**src/hw/mcec_pkg.sv**
```systemverilog
// Package for the motion command error checker: codes, types, constants
package mcec_pkg;

  localparam int DATA_W = 32;
  localparam int CODE_W = 16;
  localparam int ERR_FLAG_BIT = 14;
  localparam int REF_CLK_HZ = 50_000_000;

  // Error codes reported to the host
  localparam logic [CODE_W-1:0] CODE_NONE = 16'h0000;
  localparam logic [CODE_W-1:0] CODE_SUP_SPEED = 16'h002C;
  localparam logic [CODE_W-1:0] CODE_SECOND_SPEED = 16'h002D;
  localparam logic [CODE_W-1:0] CODE_NO_INTERRUPT = 16'h002E;
  localparam logic [CODE_W-1:0] CODE_POS_REVERSE = 16'h002F;
  localparam logic [CODE_W-1:0] CODE_NEG_ROTATION = 16'h0030;
  localparam logic [CODE_W-1:0] CODE_AXIS_SETTING = 16'h0031;
  localparam logic [CODE_W-1:0] CODE_AUX_RANGE = 16'h0032;
  localparam logic [CODE_W-1:0] CODE_CONTINUATION = 16'h0033;
  localparam logic [CODE_W-1:0] CODE_AUX_TIMEOUT = 16'h0034;

  localparam logic signed [DATA_W-1:0] AUX_CODE_MAX = 32'sh000000FF;

  // Aux response timeout, in control cycles, and control cycle length
  localparam int AUX_TIMEOUT_CYCLES = 100;
  localparam int CTRL_CYCLE_US = 1000;
  localparam int CTRL_CYCLE_CLKS = CTRL_CYCLE_US * (REF_CLK_HZ / 1_000_000);
  localparam logic [15:0] STATUS_RESET = 16'h0000;

  typedef enum logic [3:0] {
    MCEC_OP_NONE,
    MCEC_OP_CIRC_CW,
    MCEC_OP_CIRC_CCW,
    MCEC_OP_TWO_SPEED,
    MCEC_OP_INTR_FEED,
    MCEC_OP_TRAVERSE,
    MCEC_OP_TRAVERSE_CONT,
    MCEC_OP_AUX_OUT
  } mcec_op_t;

  // One decoded program command presented for checking
  typedef struct packed {
    mcec_op_t op;
    logic signed [DATA_W-1:0] feed_rate;
    logic signed [DATA_W-1:0] speed_ref1;
    logic signed [DATA_W-1:0] speed_ref2;
    logic signed [DATA_W-1:0] rotations;
    logic signed [DATA_W-1:0] end_windings;
    logic signed [DATA_W-1:0] total_windings;
    logic signed [DATA_W-1:0] aux_value;
    logic aux_indirect;
    logic rot_axis_unlimited;
    logic dir_no_intr;
    logic dir_with_intr;
  } mcec_cmd_t;

  // Status word and error code word seen by the host
  typedef struct packed {
    logic [15:0] status;
    logic [CODE_W-1:0] code;
  } mcec_host_if_t;

endpackage : mcec_pkg

```
**src/hw/mcec_ctrl_tick.sv**
```systemverilog
// Control cycle tick generator for the error checker
`timescale 1ns/1ps
`default_nettype none
module mcec_ctrl_tick
  import mcec_pkg::*;
(
  // Clock and reset
  input wire logic ref_clk,
  input wire logic nrst,
  // Tick
  output logic tick
);

  logic [31:0] cnt_ff;

  always_ff @(posedge ref_clk or negedge nrst) begin
    if (!nrst) begin
      cnt_ff <= 32'h0;
    end else if (cnt_ff == 32'(CTRL_CYCLE_CLKS - 1)) begin
      cnt_ff <= 32'h0;
    end else begin
      cnt_ff <= cnt_ff + 32'h1;
    end
  end

  assign tick = (cnt_ff == 32'(CTRL_CYCLE_CLKS - 1));

endmodule // mcec_ctrl_tick
`default_nettype wire

```
**config.mk**
```make
export PLATFORM = sky130hd
export DESIGN_NAME = mcec_ctrl_tick
export DESIGN_NICKNAME = d
export VERILOG_FILES = /design/src/hw/mcec_pkg.sv /design/src/hw/mcec_ctrl_tick.sv
export SDC_FILE = /design/constraint.sdc
export NUM_CORES = 1
export LEC_CHECK = 0
export CAP_MARGIN = 20
export CORE_ASPECT_RATIO = 0.5
export CORE_MARGIN = 2
export CORE_UTILIZATION = 45
export DETAILED_ROUTE_END_ITERATION = 10
export DONT_BUFFER_PORTS = 1
export SLEW_MARGIN = 10
export SYNTH_ARGS = -nofsm -noshare
export SYNTH_HDL_FRONTEND = slang
export SYNTH_SLANG_ARGS = --single-unit
export TNS_END_PERCENT = 50
```
**constraint.sdc**
```tcl
create_clock -name ref_clk -period 3.5 [get_ports ref_clk]
set_input_delay 0.525 -clock ref_clk [delete_from_list [all_inputs] [get_ports ref_clk]]
set_output_delay 0.525 -clock ref_clk [all_outputs]
set_load 0.005 [all_outputs]
```
==> results.py, run 1 <==
metrics = {
    "final_layout": {
        "largest_registers": "cnt_ff (32)",
        "finish.net_count": 144,
        "layout.area.seq_sq_um": 801,
        "multi_input_area_sq_um": 686,
        "regMostFlops": "cnt_ff",
        "largest_reg_flops": 32,
        "drive_above_1_share": 0.0634,
        "fill_cells": 275,
        "fin_cells": 182,
        "area_delta_synth_final_pct": 8.29,
        "antenna_cells": 0,
    },
    "critical_path": {
        "crit_fanout": 10,
        "crit_start": "cnt_ff[0]$_DFF_PN0_",
        "cpPeakStageDelay_ps": 620,
        "path_cells": "ha_1 > and3_1 > nand4_1 > nor4_4",
        "worst_ep_arrival_time_ps": 1980,
        "cp_top_family": "simple AND/OR/NAND/NOR gates",
        "end_kind": "output pin",
        "reg2reg_from": "cnt_ff[0]$_DFF_PN0_",
        "worst_ep_required_time_ps": 2970,
        "critPathBufInv": 0,
        "critical_path_class": "reg -> out",
        "startpoint_type": "flop",
        "crit_path_top_delay_cell": "nor4_4",
    },
    "drt": {
        "via_count": 1032,
        "drc": 0,
        "postRouteAntennaNets": 0,
        "drtIter0Drc": 83,
        "drt_wl_total_mm": 2.74,
        "vias_per_cell": 5.67,
        "drt-wirelength-per-cell_um": 15.1,
        "first_pass_iters": 4,
    },
    "global_routing": {
        "grt_pass1_vias": 1025,
        "grt_usage": 0.164,
        "grt_pass1_wl_mm": 4.67,
        "antenna_found_initial": 0,
        "grt_max_degree": 33,
        "overflow": 0,
    },
    "synth": {
        "ys_seq_elements": 32,
        "ys_warn_count": 0,
        "ys_types": 23,
        "syn_area_sq_um": 1520,
        "syn-num-nets": 143,
        "avgSynthCellArea_sq_um": 10.9,
        "syn_inst": 140,
        "ys_seq_area_frac": 0.525,
    },
    "timing": {
        "skew_ps": 4.91,
        "hold_slack_ps": 66.2,
        "period_minus_slack_ps": 2500,
        "tns_ps": 0,
        "finalSetupViolCount": 0,
        "slew_headroom": 0.599,
        "tightest_slew_ps": 596,
        "finalHoldViolations": 0,
        "slew_viol_final": 0,
        "fin_crit_sh": 0.716,
        "rsz0062_at_grt": "false",
        "fmax_mhz": 399,
    },
    "power": {
        "combPwrFrac": 0.014,
        "seqPwrFrac": 0.553,
        "p_int_uw": 532,
        "p_leak_uw": 0.000709,
        "power_density_nw_per_um2": 405,
        "p_sw_frac": 0.204,
        "ir_drop_uv": 239,
        "power.share.clock": 0.433,
        "power_uw": 669,
        "power_switching_uw": 137,
    },
    "placement": {
        "dp_hpwl_mm": 1.84,
        "gp_congestion": 0.712,
        "place_inst": 173,
        "io_buffers": 0,
    },
    "cts": {
        "post_cts.repair.setup_buffers": 0,
        "cts_resized": 0,
        "clock_sinks": 32,
        "cts-root-buf": "clkbuf_8",
        "cts_made_buffers": 5,
        "cts_max_level": 2,
        "cts_tree": "yes",
        "clkTransAtPathRegs_ps": 70,
        "clock_latency_ps": 280,
        "cts_max_path_buffers": 2,
    },
    "floorplan": {
        "rows": 14,
        "die_y_um": 45.2,
        "start_util": 0.489,
        "coreArea_sq_um": 3120,
        "die_area_sq_um": 3900,
        "die-width_um": 86.3,
        "io_pins": 3,
    },
    "job": {
        "maxCapViolations": 0,
    },
    "worst_hold_path": {
        "hold_class": "in -> async",
    },
    "outcome": {
        "status": "finished clean",
    },
}
[stage by stage]
step	area [sq um]	utilization	worst slack [ps]
detailed placement	1540	0.494	1270
global placement	1540	0.494	1300
CTS	1650	0.529	959
finish	1650	0.529	996
floorplan	1520	-	1520
global route	1650	0.529	869
[cells by family after synthesis]
group                      count (synthesis)  synth area share
AOI/OAI and AO/OA                          4            0.0131
and+or+nand+nor                           67             0.268
buffers and inverters                      8            0.0246
adders and majority gates                  1           0.00821
DFF                                       32             0.525
xor gates and xnor gates                  28             0.161
[repair_timing]
| action | in CTS | in global routing |
|---|---|---|
| hold buffers | 1 | 0 |
| endpoints found under the setup margin | 0 | 0 |
| hold endpoints to repair | 32 | 0 |
[cell usage in the layout (no fill, tap or decap)]
| cell | n |
|---|---|
| dfrtp_1 | 32 |
| xnor2_1 | 23 |
| nand4_1 | 15 |
| nand3_1 | 11 |
| nand2_1 | 8 |
| and3_1 | 7 |
| and4_1 | 7 |
| nor2_1 | 7 |
| clkbuf_8 | 6 |
| xor2_1 | 5 |
| nor4_1 | 4 |
| and2_1 | 2 |
| o21ai_0 | 2 |
| or3_1 | 2 |
| a21oi_1 | 2 |
| clkbuf_1 | 2 |
| inv_1 | 1 |
| nor4b_1 | 1 |
| or4_4 | 1 |
| nor4_4 | 1 |
| nor2b_1 | 1 |
| ha_1 | 1 |
| buf_12 | 1 |
[per-layer routing]
layer	share of wire	wire length (um)	global-route usage	up-vias
met5	0	0	0	-
met4	0.0069	19	0.0563	0
met1	0.51	1390	0.234	500
met3	0.055	151	0.0548	2
met2	0.43	1190	0.239	27
li1	-	-	-	503
[cell usage after synthesis, drive strengths merged]
library cell	number	area share
dfrtp	32	0.53
xnor2	23	0.13
nand4	15	0.062
nand3	11	0.036
nand2	8	0.020
and3	7	0.029
and4	7	0.040
nor2	7	0.017
buf	5	0.016
nor4	5	0.030
xor2	5	0.029
a21oi	2	0.0066
and2	2	0.0082
clkbuf	2	0.0057
o21ai	2	0.0066
or3	2	0.0082
ha	1	0.0082
inv	1	0.0025
nor2b	1	0.0041
nor4b	1	0.0057
or4	1	0.0074
[layout make-up]
type | instances | area share
clock buffer | 8 | 0.0546
tap | 40 | 0.0303
inverter | 1 | 0.00227
sequential | 32 | 0.485
timing repair buffer | 1 | 0.0121
multi-input combinational | 100 | 0.415
[power by group through the flow]
stage	registers (uW)	logic (uW)	clock network (uW)
after CTS	370	9.85	299
final	370	9.16	290
after floorplan	377	0.000255	0
after global placement	377	0.000221	0
after global routing	370	10.8	311
after detailed placement	377	0.000221	0
[final timing paths]
path / endpoint / slack (ps) / cells past startpoint
max: tick / 1000 / 4
max in group asynchronous: cnt_ff[14]$_DFF_PN0_ / 3270 / 1
min: cnt_ff[30]$_DFF_PN0_ / 70 / 1
min reg2reg: cnt_ff[0]$_DFF_PN0_ / 480 / 1
max reg2reg: cnt_ff[3]$_DFF_PN0_ / 1550 / 5
min in group ref_clk: cnt_ff[0]$_DFF_PN0_ / 480 / 1
No activity file was read; power rests on OpenSTA's default activity.
==> run 2, diff against run 1 <==
--- a/config.mk
+++ b/config.mk
@@ -5,6 +5,7 @@
 export SDC_FILE = /design/constraint.sdc
 export NUM_CORES = 1
 export LEC_CHECK = 0
+export ABC_AREA = 1
 export CAP_MARGIN = 20
 export CORE_ASPECT_RATIO = 0.5
 export CORE_MARGIN = 2
==> constraint.sdc (replaced) <==
create_clock -name ref_clk -period 2.13 [get_ports ref_clk]
set_input_delay 0.3195 -clock ref_clk [delete_from_list [all_inputs] [get_ports ref_clk]]
set_output_delay 0.3195 -clock ref_clk [all_outputs]
set_load 0.005 [all_outputs]
==> results.py, run 2 <==
metrics = {
    "outcome": {
        "status": "finished clean",
    },
    "placement": {
        "place_inst": 340,
        "gp_congestion": 0.879,
        "io_buffers": 0,
        "dp_hpwl_mm": 3.20,
        "place_area_sq_um": 2030,
    },
    "critical_path": {
        "startpoint_type": "flop",
        "r2r_slack_ps": 640,
        "crit_path_top_delay_cell": "dfrtp_1",
        "cp_top_family": "simple AND/OR/NAND/NOR gates",
        "critPathBufInv": 1,
        "cpPeakStageDelay_ps": 370,
        "worst_ep_arrival_time_ps": 1590,
        "worst_ep_required_time_ps": 1810,
        "path_cells": "ha_1 > nand2_1 > nor2_4 > inv_1 > nor2_1 > nand2_1 > nor2_4",
        "end_kind": "output pin",
        "critical_path_class": "reg -> out",
        "crit_fanout": 9,
    },
    "cts": {
        "cts-root-buf": "clkbuf_8",
        "clock_latency_ps": 290,
        "clock_sinks": 32,
        "post_cts.repair.setup_buffers": 0,
        "cts_tree": "yes",
        "cts_resized": 0,
        "cts_max_path_buffers": 2,
        "cts_made_buffers": 5,
        "cts_max_level": 2,
        "clkTransAtPathRegs_ps": 60,
    },
    "drt": {
        "postRouteAntennaNets": 0,
        "drtIter0Drc": 104,
        "vias_per_cell": 4.77,
        "drt-wirelength-per-cell_um": 11.7,
        "via_count": 1664,
        "drt_wl_total_mm": 4.08,
        "drc": 0,
        "first_pass_iters": 4,
    },
    "floorplan": {
        "io_pins": 3,
        "start_util": 0.484,
        "die_area_sq_um": 4930,
        "die_y_um": 50.6,
        "coreArea_sq_um": 4040,
        "die-width_um": 97.3,
        "rows": 16,
    },
    "synth": {
        "synth-xor-area-share": 0.0671,
        "syn-num-nets": 289,
        "yosys-top-cells-area": "dfrtp_1, nand2_1, nor2_1",
        "synth_top_family_by_area": "simple AND/OR/NAND/NOR gates",
        "synth_common_cells": "nand2_1, nor2_1, inv_1",
        "avgSynthCellArea_sq_um": 6.85,
        "yosys.area_share.simple": 0.424,
        "synth_compound_area_frac": 0.00767,
        "synth-edff-count": 0,
        "ys_seq_elements": 32,
        "synth_top_cell_by_area": "dfrtp_1",
        "yosysMostFrequentCell": "nand2_1",
        "syn_area_sq_um": 1960,
        "synth_fa_ha_area_frac": 0.00639,
        "synthArstFlopShare": 1.00,
        "ys_warn_count": 0,
        "ys.flop_type": "dfrtp_1",
        "syn_inst": 286,
        "ys_types": 16,
        "synth.top_cell.area_share": 0.409,
        "synth.area.mux_share": 0,
        "ys_seq_area_frac": 0.409,
    },
    "final_layout": {
        "largest_registers": "cnt_ff (32)",
        "final_cell_mix": "nand2_1, nor2_1, inv_1",
        "finish.net_count": 298,
        "layout_commonest_cell": "nand2_1",
        "drive_above_1_share": 0.0712,
        "largest_reg_flops": 32,
        "regMostFlops": "cnt_ff",
        "antenna_cells": 0,
        "final_util": 0.528,
        "area_delta_synth_final_pct": 8.95,
        "design_area_sq_um": 2130,
        "fin_cells": 349,
    },
    "global_routing": {
        "antenna_found_initial": 0,
        "grt_usage": 0.190,
        "grt_max_degree": 33,
        "overflow": 0,
        "grt_pass1_wl_mm": 7.11,
        "grt_pass1_vias": 1519,
    },
    "timing": {
        "skew_ps": 6.62,
        "tns_ps": 0,
        "period_minus_slack_ps": 1910,
        "fmax_mhz": 525,
        "slew_headroom": 0.829,
        "tightest_slew_ps": 256,
        "finalHoldViolations": 0,
        "slew_viol_final": 0,
        "finalSetupViolCount": 0,
        "rsz0062_at_grt": "false",
        "fin_crit_sh": 0.894,
    },
    "power": {
        "p_sw_frac": 0.216,
        "power_switching_uw": 230,
        "seqPwrFrac": 0.571,
        "p_int_uw": 834,
        "ir_drop_uv": 230,
        "power.share.clock": 0.413,
        "p_leak_uw": 0.00112,
        "combPwrFrac": 0.016,
        "power_density_nw_per_um2": 499,
    },
    "job": {
        "maxCapViolations": 0,
    },
    "worst_hold_path": {
        "hold_class": "reg -> reg",
    },
}
==> run 2: changes by cell type after synthesis, moves of 7 or more <==
cell     previous run  this run
and3_1              7         0
nand2_1             8        97
nand3_1            11        19
and4_1              7         0
xnor2_1            23         4
nand4_1            15         1
nor2_4              0         8
inv_1               1        45
nor2_1              7        57
==> run 2: power by group through the flow <==
| stage | Clock (uW) | Combinational (uW) | Sequential [uW] |
|---|---|---|---|
| 5_1_grt | 491 | 20.4 | 607 |
| 6_report | 440 | 17.1 | 608 |
| 3_5_place_dp | 0 | 0.000634 | 619 |
| 4_1_cts | 453 | 18.8 | 608 |
| 2_1_floorplan | 0 | 0.000634 | 619 |
| 3_3_place_gp | 0 | 0.000634 | 619 |
==> run 2: worst paths after layout <==
check | start | endpoint | cells past startpoint
worst max register to register | cnt_ff[0]$_DFF_PN0_ | cnt_ff[9]$_DFF_PN0_ | 8
worst max-delay path | cnt_ff[0]$_DFF_PN0_ | tick | 7
min in group asynchronous | nrst | cnt_ff[23]$_DFF_PN0_ | 2
worst min register to register | cnt_ff[0]$_DFF_PN0_ | cnt_ff[0]$_DFF_PN0_ | 1
worst min-delay path | cnt_ff[0]$_DFF_PN0_ | cnt_ff[0]$_DFF_PN0_ | 1
max in group asynchronous | nrst | cnt_ff[14]$_DFF_PN0_ | 2
==> run 2: cell type report <==
cell class              count  area [sq um]
multi-input cells         209           988
clock inverters             1          5.00
clock buffers               6          72.6
inverters                  45           169
flip-flops and latches     32           801
well taps                  54          67.6
fillers                   413          1910
repair buffers              2          30.0
==> run 2: timing repair <==
action	in CTS	in global routing
setup endpoints to repair	0	0
hold buffers	2	0
hold endpoints to repair	32	0
==> run 2: metal layers <==
metal	vias to the layer above	GRT usage	share of wire
met5	-	0	0
met4	0	0.0625	0.014
met3	7	0.0557	0.056
met2	29	0.277	0.40
met1	753	0.271	0.53
li1	875	-	-
==> run 2: cell families after synthesis <==
family          count (synthesis)
simple gates                  191
buf+inv                        45
flops                          32
xor+xnor                       15
compound gates                  2
fa+ha+maj                       1
==> run 2: metrics by stage <==
stage / power [uW] / hold WS (ps) / worst slack, ps
floorplan: 619 / 23.9 / 667
global placement: 619 / 24.9 / 581
detailed placement: 619 / 24.8 / 539
CTS: 1080 / 467 / 216
global route: 1120 / 482 / 95.6
finish: 1060 / 465 / 225
